<file path="config.mk">
export PLATFORM = sky130hd
export DESIGN_NAME = fp_status_id_led
export DESIGN_NICKNAME = d
export VERILOG_FILES = /design/src/common/fp_led_pkg.sv /design/src/hdl/fp_blink_div.sv /design/src/hdl/fp_status_id_led.sv
export SDC_FILE = /design/constraint.sdc
export NUM_CORES = 1
export LEC_CHECK = 0
export BUFFER_PORTS_ARGS = -buffer_cell sky130_fd_sc_hd__buf_2
export CAP_MARGIN = 20
export CORE_MARGIN = 2
export CORE_UTILIZATION = 55
export CTS_BUF_LIST = sky130_fd_sc_hd__clkbuf_2
export DETAILED_ROUTE_END_ITERATION = 8
export GPL_ROUTABILITY_DRIVEN = 0
export PLACE_DENSITY = 0.76
export SLEW_MARGIN = 30
export SYNTH_ARGS = -nofsm -noshare
export SYNTH_HDL_FRONTEND = slang
export SYNTH_SLANG_ARGS = --single-unit
</file>
<file path="constraint.sdc">
create_clock -name core_clk -period 3.2 [get_ports core_clk]
set_input_delay 0.8 -clock core_clk [delete_from_list [all_inputs] [get_ports core_clk]]
set_output_delay 0.8 -clock core_clk [all_outputs]
set_load 0.005 [all_outputs]
</file>
<file path="src/common/fp_led_pkg.sv">
// constants and types for the front-panel status and identify indicator block
// assumes a single 250 MHz standby clock feeding every user of this package
package fp_led_pkg;

    // ********************************************************
    // timing
    // ********************************************************
    localparam int unsigned CLK_FREQ_HZ    = 250_000_000;
    localparam int unsigned BLINK_FREQ_HZ  = 1;
    // half a blink period in core clock cycles (50 percent duty)
    localparam int unsigned BLINK_HALF_CYC = CLK_FREQ_HZ / (2 * BLINK_FREQ_HZ);
    localparam int unsigned BLINK_CNT_W    = 28;

    // correctable memory errors tolerated before the non-fatal alarm
    localparam logic [7:0]  MEM_CE_LIMIT   = 8'h0A;

    // ********************************************************
    // register map (word offsets of the plain register port)
    // ********************************************************
    localparam logic [3:0] REG_FW_FAULT  = 4'h0;  // firmware fault report, rw
    localparam logic [3:0] REG_IDENT_CMD = 4'h1;  // identify command, write only
    localparam logic [3:0] REG_STATUS    = 4'h2;  // led and identify state, ro
    localparam logic [3:0] REG_MEM_CE    = 4'h3;  // memory error count and mode, rw

    // firmware fault report fields
    localparam int unsigned FW_DEGRADED  = 0;
    localparam int unsigned FW_NONFATAL  = 1;
    localparam int unsigned FW_FATAL     = 2;
    localparam int unsigned FW_W         = 3;

    // identify command fields
    localparam int unsigned ID_CMD_STD_ON    = 0;  // standard identify, set
    localparam int unsigned ID_CMD_VENDOR_ON = 1;  // vendor identify light, set
    localparam int unsigned ID_CMD_OFF       = 2;  // either command with off

    // memory error register fields
    localparam int unsigned MEM_CNT_LSB  = 0;
    localparam int unsigned MEM_MIRROR   = 8;
    localparam int unsigned MEM_CLR      = 9;

    // status register fields
    localparam int unsigned ST_SEV_LSB   = 0;
    localparam int unsigned ST_ID_LSB    = 4;

    localparam logic [31:0] RD_DEFAULT   = 32'h0000_0000;

    // ********************************************************
    // types
    // ********************************************************
    typedef enum logic [3:0]
    {
        SEV_OFF      = 4'h1,
        SEV_OK       = 4'h2,
        SEV_DEGRADED = 4'h4,
        SEV_NONFATAL = 4'h8
    } sev_low_t;

    // severity level ordering used by the priority encoder
    typedef enum logic [2:0]
    {
        LVL_OFF      = 3'h0,
        LVL_OK       = 3'h1,
        LVL_DEGRADED = 3'h2,
        LVL_NONFATAL = 3'h3,
        LVL_FATAL    = 3'h4
    } sev_lvl_t;

    typedef enum logic [2:0]
    {
        ID_OFF    = 3'h1,
        ID_SOLID  = 3'h2,
        ID_BLINK  = 3'h4
    } id_state_t;

endpackage

</file>
<file path="src/hdl/fp_blink_div.sv">
// shared blink divider: free-running half-period counter toggling a phase bit
// assumes core_clk at the package rate and an asynchronous active-low reset
`timescale 1ns/1ps
`default_nettype none

module fp_blink_div
(
    input  wire logic core_clk,
    input  wire logic arst_n,
    output var  logic blink_phase,
    output var  logic tick
);

    logic [fp_led_pkg::BLINK_CNT_W-1:0] cnt;
    logic [fp_led_pkg::BLINK_CNT_W-1:0] next_cnt;
    logic                               next_phase;
    logic                               wrap;

    // count one half period, then flip the phase and pulse tick
    always_comb
    begin
        wrap       = (cnt == fp_led_pkg::BLINK_CNT_W'(fp_led_pkg::BLINK_HALF_CYC - 1));
        next_cnt   = wrap ? '0 : cnt + 1'b1;
        next_phase = wrap ? ~blink_phase : blink_phase;
    end

    always_ff @(posedge core_clk or negedge arst_n)
    begin
        if (!arst_n)
        begin
            cnt         <= '0;
            blink_phase <= 1'b0;
            tick        <= 1'b0;
        end
        else
        begin
            cnt         <= next_cnt;
            blink_phase <= next_phase;
            tick        <= wrap;
        end
    end

endmodule

`default_nettype wire

</file>
<file path="src/hdl/fp_status_id_led.sv">
// front-panel system status (bicolour) and chassis identify indicator logic
// assumes standby power and clock; fault inputs and the button are asynchronous
// pins, register port runs on core_clk
//
// The implementer's own choices: the strobed register port and the register addresses.
`timescale 1ns/1ps
`default_nettype none

module fp_status_id_led
(
    input  wire logic        core_clk,
    input  wire logic        arst_n,
    // degraded sensor conditions (asynchronous)
    input  wire logic        supply_redundancy_lost,
    input  wire logic        fan_redundancy_lost,
    input  wire logic        supply_redundant,
    input  wire logic        fan_redundant,
    input  wire logic        one_cpu_disabled,
    input  wire logic        fan_failed,
    input  wire logic        noncritical_crossed,
    input  wire logic        battery_failed,
    input  wire logic        supply_predictive_fail,
    input  wire logic        link_correctable_err,
    // non-fatal sensor conditions
    input  wire logic        critical_crossed,
    input  wire logic        regulator_overtemp,
    input  wire logic        fans_insufficient,
    input  wire logic        link_uncorrectable_err,
    // fatal sensor conditions
    input  wire logic        cpu_catastrophic_error,
    input  wire logic        cpu_thermal_trip,
    input  wire logic        cpu1_missing,
    input  wire logic        power_good,
    input  wire logic        supplies_insufficient,
    input  wire logic        cpu_config_mismatch,
    // other controllers, already on core_clk, and the asynchronous identify button pin, which goes through the synchronisers
    input  wire logic [2:0]  ctrl_fault,
    input  wire logic        system_ready,
    input  wire logic        ident_button_n,
    // register port
    input  wire logic [3:0]  reg_addr,
    input  wire logic [31:0] reg_wdata,
    input  wire logic        reg_wr,
    input  wire logic        reg_rd,
    output var  logic [31:0] reg_rdata,
    // lamps, active high drive
    output var  logic        status_green,
    output var  logic        status_amber,
    output var  logic        ident_light
);

    localparam int unsigned NSENS = 19;

    // ********************************************************
    // pin synchronisers
    // ********************************************************
    logic [NSENS-1:0] raw_in;
    logic [NSENS-1:0] sync1;
    logic [NSENS-1:0] sync2;
    logic [NSENS-1:0] sync3;
    logic [NSENS-1:0] sens;
    logic [NSENS-1:0] next_sens;

    assign raw_in = {~ident_button_n, supply_redundancy_lost, fan_redundancy_lost, supply_redundant,
                     fan_redundant, one_cpu_disabled, fan_failed, noncritical_crossed, battery_failed,
                     supply_predictive_fail, link_correctable_err, critical_crossed, regulator_overtemp,
                     fans_insufficient, link_uncorrectable_err, cpu_catastrophic_error,
                     cpu_thermal_trip, cpu1_missing, ~power_good};
    // a change counts only once the second and third stage agree
    always_comb
    begin
        for (int i = 0; i < NSENS; i++)
        begin
            next_sens[i] = (sync2[i] == sync3[i]) ? sync3[i] : sens[i];
        end
    end

    always_ff @(posedge core_clk or negedge arst_n)
    begin
        if (!arst_n)
        begin
            sync1 <= '0;
            sync2 <= '0;
            sync3 <= '0;
            sens  <= '0;
        end
        else
        begin
            sync1 <= raw_in;
            sync2 <= sync1;
            sync3 <= sync2;
            sens  <= next_sens;
        end
    end

    // ********************************************************
    // register state
    // ********************************************************
    logic [fp_led_pkg::FW_W-1:0] fw_fault;
    logic [fp_led_pkg::FW_W-1:0] next_fw_fault;
    logic [7:0]                  mem_ce;
    logic [7:0]                  next_mem_ce;
    logic [8:0]                  mem_sum;
    logic                        mem_mirror;
    logic                        next_mem_mirror;
    logic [31:0]                 next_rdata;
    logic                        button_press;
    logic                        button_q;
    logic                        cmd_on;
    logic                        cmd_off;
    fp_led_pkg::sev_lvl_t        sev;
    fp_led_pkg::id_state_t       id_state;

    assign cmd_on  = reg_wr && (reg_addr == fp_led_pkg::REG_IDENT_CMD)
                     && (reg_wdata[fp_led_pkg::ID_CMD_STD_ON] || reg_wdata[fp_led_pkg::ID_CMD_VENDOR_ON]);
    assign cmd_off = reg_wr && (reg_addr == fp_led_pkg::REG_IDENT_CMD) && reg_wdata[fp_led_pkg::ID_CMD_OFF];

    // firmware writes, memory error counting and read mux
    always_comb
    begin
        next_fw_fault   = fw_fault;
        next_mem_ce     = mem_ce;
        next_mem_mirror = mem_mirror;
        next_rdata      = fp_led_pkg::RD_DEFAULT;
        mem_sum         = {1'b0, mem_ce} + {1'b0, reg_wdata[7:0]};
        if (reg_wr && reg_addr == fp_led_pkg::REG_FW_FAULT)
        begin
            next_fw_fault = reg_wdata[fp_led_pkg::FW_W-1:0];
        end
        if (reg_wr && reg_addr == fp_led_pkg::REG_MEM_CE)
        begin
            next_mem_mirror = reg_wdata[fp_led_pkg::MEM_MIRROR];
            // clear restarts the monitoring window, else the written count is added
            if (reg_wdata[fp_led_pkg::MEM_CLR])
            begin
                next_mem_ce = '0;
            end
            else
            begin
                next_mem_ce = mem_sum[8] ? 8'hFF : mem_sum[7:0]; // saturate rather than wrap back below the limit
            end
        end
        if (reg_rd)
        begin
            unique case (reg_addr)
                fp_led_pkg::REG_FW_FAULT:
                    next_rdata = {29'h0000_0000, fw_fault};
                fp_led_pkg::REG_STATUS:
                    next_rdata = {25'h000_0000, id_state, 1'b0, sev};
                fp_led_pkg::REG_MEM_CE:
                    next_rdata = {23'h00_0000, mem_mirror, mem_ce};
                default:
                    next_rdata = fp_led_pkg::RD_DEFAULT; // unmapped and write-only read zero
            endcase
        end
    end

    always_ff @(posedge core_clk or negedge arst_n)
    begin
        if (!arst_n)
        begin
            fw_fault   <= '0;
            mem_ce     <= '0;
            mem_mirror <= 1'b0;
            reg_rdata  <= '0;
            button_q   <= 1'b0;
        end
        else
        begin
            fw_fault   <= next_fw_fault;
            mem_ce     <= next_mem_ce;
            mem_mirror <= next_mem_mirror;
            reg_rdata  <= next_rdata;
            button_q   <= sens[NSENS-1];
        end
    end

    assign button_press = sens[NSENS-1] && !button_q;

    // ********************************************************
    // severity evaluation
    // ********************************************************
    logic                 deg_any;
    logic                 nonfatal_any;
    logic                 fatal_any;
    logic [3:0]           fill;
    fp_led_pkg::sev_lvl_t next_sev;

    // sensor terms are combinational on the live synchronised state (supplies_insufficient and cpu_config_mismatch unsynchronised), so they clear on deassert
    always_comb
    begin
        deg_any = (sens[17] && sens[15])
                  || (sens[16] && sens[14])
                  || (|sens[13:8])
                  || fw_fault[fp_led_pkg::FW_DEGRADED]
                  || ctrl_fault[fp_led_pkg::FW_DEGRADED];
        nonfatal_any = (|sens[7:4])
                       || (!mem_mirror && mem_ce > fp_led_pkg::MEM_CE_LIMIT)
                       || fw_fault[fp_led_pkg::FW_NONFATAL]
                       || ctrl_fault[fp_led_pkg::FW_NONFATAL];
        fatal_any = (|sens[3:0]) || supplies_insufficient || cpu_config_mismatch
                    || fw_fault[fp_led_pkg::FW_FATAL]
                    || ctrl_fault[fp_led_pkg::FW_FATAL];
        // highest active severity wins, amber above green
        if (fatal_any)
        begin
            next_sev = fp_led_pkg::LVL_FATAL;
        end
        else if (nonfatal_any)
        begin
            next_sev = fp_led_pkg::LVL_NONFATAL;
        end
        else if (deg_any)
        begin
            next_sev = fp_led_pkg::LVL_DEGRADED;
        end
        else if (system_ready)
        begin
            next_sev = fp_led_pkg::LVL_OK;
        end
        else
        begin
            next_sev = fp_led_pkg::LVL_OFF;
        end
    end

    // status stays dark until three sync stages and the filter hold real pin values
    always_ff @(posedge core_clk or negedge arst_n)
    begin
        if (!arst_n)
        begin
            sev  <= fp_led_pkg::LVL_OFF;
            fill <= '0;
        end
        else
        begin
            fill <= {fill[2:0], 1'b1};
            sev  <= fill[3] ? next_sev : fp_led_pkg::LVL_OFF; // held on standby power
        end
    end

    // ********************************************************
    // identify state machine
    // ********************************************************
    fp_led_pkg::id_state_t next_id_state;

    // latest event decides; a command in the same cycle as a press is the newer
    always_comb
    begin
        next_id_state = id_state;
        unique case (id_state)
            fp_led_pkg::ID_OFF:
                next_id_state = button_press ? fp_led_pkg::ID_SOLID : fp_led_pkg::ID_OFF;
            fp_led_pkg::ID_SOLID:
                next_id_state = button_press ? fp_led_pkg::ID_OFF : fp_led_pkg::ID_SOLID;
            fp_led_pkg::ID_BLINK:
                next_id_state = button_press ? fp_led_pkg::ID_SOLID : fp_led_pkg::ID_BLINK;
            default:
                next_id_state = fp_led_pkg::ID_OFF;
        endcase
        if (cmd_on)
        begin
            next_id_state = fp_led_pkg::ID_BLINK;
        end
        else if (cmd_off)
        begin
            next_id_state = fp_led_pkg::ID_OFF;
        end
    end

    always_ff @(posedge core_clk or negedge arst_n)
    begin
        if (!arst_n)
        begin
            id_state <= fp_led_pkg::ID_OFF;
        end
        else
        begin
            id_state <= next_id_state;
        end
    end

    // ********************************************************
    // lamp drive
    // ********************************************************
    logic blink_phase;
    logic next_green;
    logic next_amber;
    logic next_ident;

    // one divider for both lamps keeps them in phase
    fp_blink_div u_blink
    (
        .core_clk    (core_clk),
        .arst_n      (arst_n),
        .blink_phase (blink_phase),
        .tick        ()
    );

    always_comb
    begin
        next_green = (sev == fp_led_pkg::LVL_OK) || (sev == fp_led_pkg::LVL_DEGRADED && blink_phase);
        next_amber = (sev == fp_led_pkg::LVL_FATAL) || (sev == fp_led_pkg::LVL_NONFATAL && blink_phase);
        next_ident = (id_state == fp_led_pkg::ID_SOLID)
                     || (id_state == fp_led_pkg::ID_BLINK && blink_phase);
    end

    always_ff @(posedge core_clk or negedge arst_n)
    begin
        if (!arst_n)
        begin
            status_green <= 1'b0;
            status_amber <= 1'b0;
            ident_light  <= 1'b0;
        end
        else
        begin
            status_green <= next_green;
            status_amber <= next_amber;
            ident_light  <= next_ident;
        end
    end

endmodule

`default_nettype wire

</file>
# Yosys cells after proc, flatten, opt, wreduce, memory -nomap -nowiden

Index checks and enable logic that the tools add are counted.

Register bits: 163
Input port bits: 65
Output and inout bits: 35
Word-level logic and storage cells: 120

Add/subtract/negate cells: 2
Magnitude comparators: 1
Eq/ne operators: 30
Mux-type cells: 16
Bitwise logic cells: 3
Reductions and logical operators: 33

Operators with widths:

| cell                    | number |
|---|---|
| $add A28 B1 Y28 const B | 1 |
| $eq A28 B27 Y1 const B  | 1 |
| $mux W28                | 1 |
| $pmux W9 S3             | 1 |
| $eq A1 B1 Y1            | 19 |
| $mux W8                 | 2 |
| $logic_or A1 B1 Y1      | 15 |
| $mux W3                 | 5 |
| $logic_and A1 B1 Y1     | 12 |
| $add A8 B8 Y9           | 1 |
| $eq A3 B2 Y1 const B    | 3 |
| $mux W9                 | 1 |
| $pmux W3 S3             | 1 |
| $eq A4 B2 Y1 const B    | 2 |
| $gt A8 B4 Y1 const B    | 1 |
| $mux W2                 | 4 |
| $reduce_or A4 Y1        | 2 |
| $eq A3 B1 Y1 const B    | 2 |
| $eq A3 B3 Y1 const B    | 2 |
| $reduce_or A6 Y1        | 1 |
| $eq A4 B1 Y1 const B    | 1 |
| $logic_not A4 Y1        | 1 |
| $not A1 Y1              | 3 |
| $logic_not A1 Y1        | 2 |
| $mux W1                 | 1 |

# Longest topological paths before layout

Depth after elaboration: 9
Mapped depth: 7

# Modules after synthesis

A second synthesis with hierarchy kept.

Cell total of the unflattened synthesis: 421
Area total of the unflattened synthesis: 5,599.1 um^2

Modules (own cells, without submodules):

| module           | times used | cells an instance | area each (um^2) |
|---|---|---|---|
| fp_status_id_led | 1          | 280               | 4,119.0 |
| fp_blink_div     | 1          | 141               | 1,480.2 |

# Least setup slack after synthesis

OpenSTA, ideal clock, no wires.

Kind: input port to flip-flop
Start: in reg_wdata[0]
End: reg mem_ce[5]
Setup time: 131 ps
Arrival: 2,356 ps
Data required time: 3,069 ps
Setup slack: 713 ps
Stages on the path: 7
Path buffers: 0
Cell sequence: ha_1 > fa_1 > a21o_1 > a221oi_1 > o21ai_1 > a21oi_1 > o21ai_0

Cells in the longest elaborated chain, start to end: 3

Ends and longest elaborated chain:

| item                   | line                    | text |
|---|---|---|
| start: declaration     | fp_status_id_led.sv:42  | `input wire logic [31:0] reg_wdata,` |
| $add A8 B8 Y9          | fp_status_id_led.sv:125 | `mem_sum = {1'b0, mem_ce} + {1'b0, reg_wdata[7:0]};` |
| $mux W8                | fp_status_id_led.sv:140 | `next_mem_ce = mem_sum[8] ? 8'hFF : mem_sum[7:0];` |
| $mux W8                | fp_status_id_led.sv:134 | `if (reg_wdata[fp_led_pkg::MEM_CLR])` |
| end signal: assignment | fp_status_id_led.sv:171 | `mem_ce <= next_mem_ce;` |
| end: declaration       | fp_status_id_led.sv:101 | `logic [7:0] mem_ce;` |

No other way between the ends.
A chain may end at the register's enable or synchronous reset.

# Final worst setup path

Start: reg mem_ce[0]
End: reg mem_ce[5]

Cells in the longest elaborated chain, start to end: 3

Ends and longest elaborated chain:

| item          | line |
|---|---|
| $add A8 B8 Y9 | fp_status_id_led.sv:125 |
| $mux W8       | fp_status_id_led.sv:140 |
| $mux W8       | fp_status_id_led.sv:134 |

No other way between the ends.

==> flow_summary.yaml <==
floorplan:
  coreArea_um2: 9730
  start_util: 0.561
  die_x_um: 104
  rows: 36
  dieArea_um2: 10700
  die_y_um: 104
  io_pins: 100
sta:
  skew_ns: 0.0339
  fin_crit_ns: 2.41
  whs_ns: 0.0882
  slew_viol_final: 0
  tightest_slew_ns: 0.598
  finalCritPeriodShare: 0.753
  relSlewSlack: 0.601
  finalSetupTns_ns: 0
  rsz0062_at_grt: "false"
  fmax_ghz: 0.415
  final-setup-viol-count: 0
  hold_violations: 0
pwr:
  peakVddDrop_mv: 0.265
  p_sw_frac: 0.284
  p_comb_frac: 0.126
  powerDensity_nw_per_um2: 546
  clkPwrFrac: 0.278
  switchingPower_mw: 0.938
  p_seq_frac: 0.597
  finalPower_mw: 3.30
  p_int_mw: 2.36
  p_leak_nw: 2.86
worst_setup_path:
  timing.rr.end: "mem_ce[5]"
  critPathKind: "reg2reg"
  crit_required_ns: 3.75
  regToRegStartpoint: "mem_ce[0]"
  end_kind: "flop"
  reg2reg_depth: 7
  startpoint: "mem_ce[0]"
  critPathArrivalTime_ns: 2.96
  start_kind: "flop"
  reg2reg_setup_slack_ns: 0.79
  crit_fanout: 8
layout:
  syn2layout_area_growth_pct: 10.7
  n_antenna_cell: 0
  fill_cells: 772
  stdcell_count: 645
  mostFrequentLayoutCell: "dfrtp_1"
  final_layout_size_suffix_gt1_frac: 0.213
  final_cell_mix: "dfrtp_1, buf_2, nor2_1"
  fin_nets: 575
routing:
  drt_wl_total_um: 9000
  wl_met1_um: 4150
  route.vias.total: 3334
  wl_met2_um: 4300
  wire_per_inst_um: 13.9
  drtIter0Drc: 224
  dr_wl_met3_um: 434
  vias_per_cell: 5.17
  dr.pass1.iters: 5
  drc: 0
  routed.top_layer: "met4"
  ant_nets: 0
logic_synthesis:
  synth.avg_cell_area_um2: 12.7
  syn_inst: 430
  synthArstFlopShare: 1.00
  synth_warnings: 0
  ys_ff_latch: 140
  synth_edf_count: 0
  yosysSeqAreaShare: 0.642
  synth.distinct_cells: 51
  synth_flop_cell: "dfrtp_1"
  synth_area_um2: 5460
global_route:
  grt_first_pass_wirelength_um: 15500
  grt_overflow: 0
  grt_max_degree: 72
  antenna_found_initial: 0
  grt_pass1_vias: 3261
  grtUsageTotal: 0.181
job:
  drv_cap: 0
placement:
  dpl.cell_count: 614
  numPortBuffers: 54
  place_hpwl_um: 6410
clocking:
  cts_resized: 0
  post_cts_buffers: 0
  cts_root_buf: "clkbuf_2"
  htreeDepth: 4
  cts_buffers: 17
  cts_tree: "built"
  cts_sinks: 140
  ctsHoldBuffers: 0
  clkTransAtPathRegs_ns: 0.22
  cts_buffer_depth: 2
  clk_latency_ns: 0.66
run_status:
  outcome: "completed"
min_path:
  min-delay-path-class: "in2async"
-- Yosys cell counts (7+ instances only) --
| cell type | count | area share |
|---|---|---|
| a21oi_1 | 10 | 0.0092 |
| and3_1 | 8 | 0.0092 |
| buf_4 | 23 | 0.032 |
| dfrtp_1 | 139 | 0.64 |
| ha_1 | 9 | 0.021 |
| maj3_1 | 19 | 0.035 |
| mux2_2 | 8 | 0.016 |
| mux2i_1 | 8 | 0.015 |
| nand2_1 | 26 | 0.018 |
| nand2b_1 | 7 | 0.0080 |
| nand3_1 | 14 | 0.013 |
| nand4_1 | 10 | 0.011 |
| nor2_1 | 39 | 0.027 |
| nor3_1 | 8 | 0.0073 |
| nor4_1 | 7 | 0.0080 |
| o21ai_0 | 10 | 0.0092 |
| xnor2_1 | 13 | 0.021 |
| xor2_1 | 14 | 0.022 |
-- how the worst max path moves through the flow --
stage	to	slack [ns]	depth (start not counted)
after floorplan	mem_ce[5]	0.71	7
after global placement	mem_ce[5]	0.36	8
after detailed placement	mem_ce[5]	0.31	8
after CTS	mem_ce[5]	0.81	7
after global routing	mem_ce[2]	0.64	7
final	mem_ce[5]	0.79	7
-- worst max-delay path: stages, from the launching register on --
cell	delay, ns
dfrtp_1	0.47
ha_1	0.22
fa_1	0.41
a21o_1	0.21
a221oi_1	0.38
o21ai_1	0.31
a21oi_1	0.21
o21ai_0	0.10
-- power by group through the flow --
| stage | combinational (mW) | sequential (mW) | clock [mW] |
|---|---|---|---|
| 6_report | 0.415 | 1.97 | 0.916 |
| 5_1_grt | 0.471 | 1.99 | 1.04 |
| 3_3_place_gp | 0.392 | 2.00 | 0 |
| 2_1_floorplan | 0.304 | 1.98 | 0 |
| 3_5_place_dp | 0.412 | 2.00 | 0 |
| 4_1_cts | 0.414 | 1.97 | 0.952 |
-- per-layer routing --
layer | GRT usage | vias up
met1 | 0.250 | 1638
met3 | 0.0579 | 11
met5 | 0 | -
met4 | 0.0656 | 0
met2 | 0.275 | 89
li1 | - | 1596
-- cells by family (layout without fill, tap and decap cells) --
family                   Yosys count  count (layout)  synth area share
flip-flops                       140             140             0.642
AND/OR/NAND/NOR                  141             141             0.137
other                              2              24           0.00137
adder cells (fa/ha/maj)           29              29            0.0591
AO/OA/AOI/OAI                     39              39            0.0460
XOR/XNOR                          27              27            0.0433
multiplexers                      16              16            0.0312
buffers and inverters             36              96            0.0408
-- area by class of cell --
type / instances / area [um2] / area share
well taps: 133 / 166 / 0.0275
clock buffers: 19 / 95.1 / 0.0157
inverters: 6 / 22.5 / 0.00372
multi-input cells: 276 / 1820 / 0.301
flip-flops and latches: 140 / 3500 / 0.580
clock inverters: 12 / 114 / 0.0188
repair buffers: 59 / 327 / 0.0540
-- stage by stage --
stage	utilization	setup WS [ns]	cell area, um2
finish	0.622	0.789	6050
global route	0.622	0.639	6050
CTS	0.622	0.809	6050
detailed placement	0.600	0.310	5840
global placement	0.600	0.361	5840
floorplan	-	0.713	5550
-- registers in the layout (all words and copies together) (netlist names) --
register and count:
button_q 1, fill 4, fw_fault 3, id_state 3, ident_light 1, mem_ce 8
mem_mirror 1, reg_rdata 9, sens 19, sev 3, status_amber 1, status_green 1
sync1 19, sync2 19, sync3 19, u_blink.blink_phase 1, u_blink.cnt 28
No activity file was read; power rests on OpenSTA's default activity.
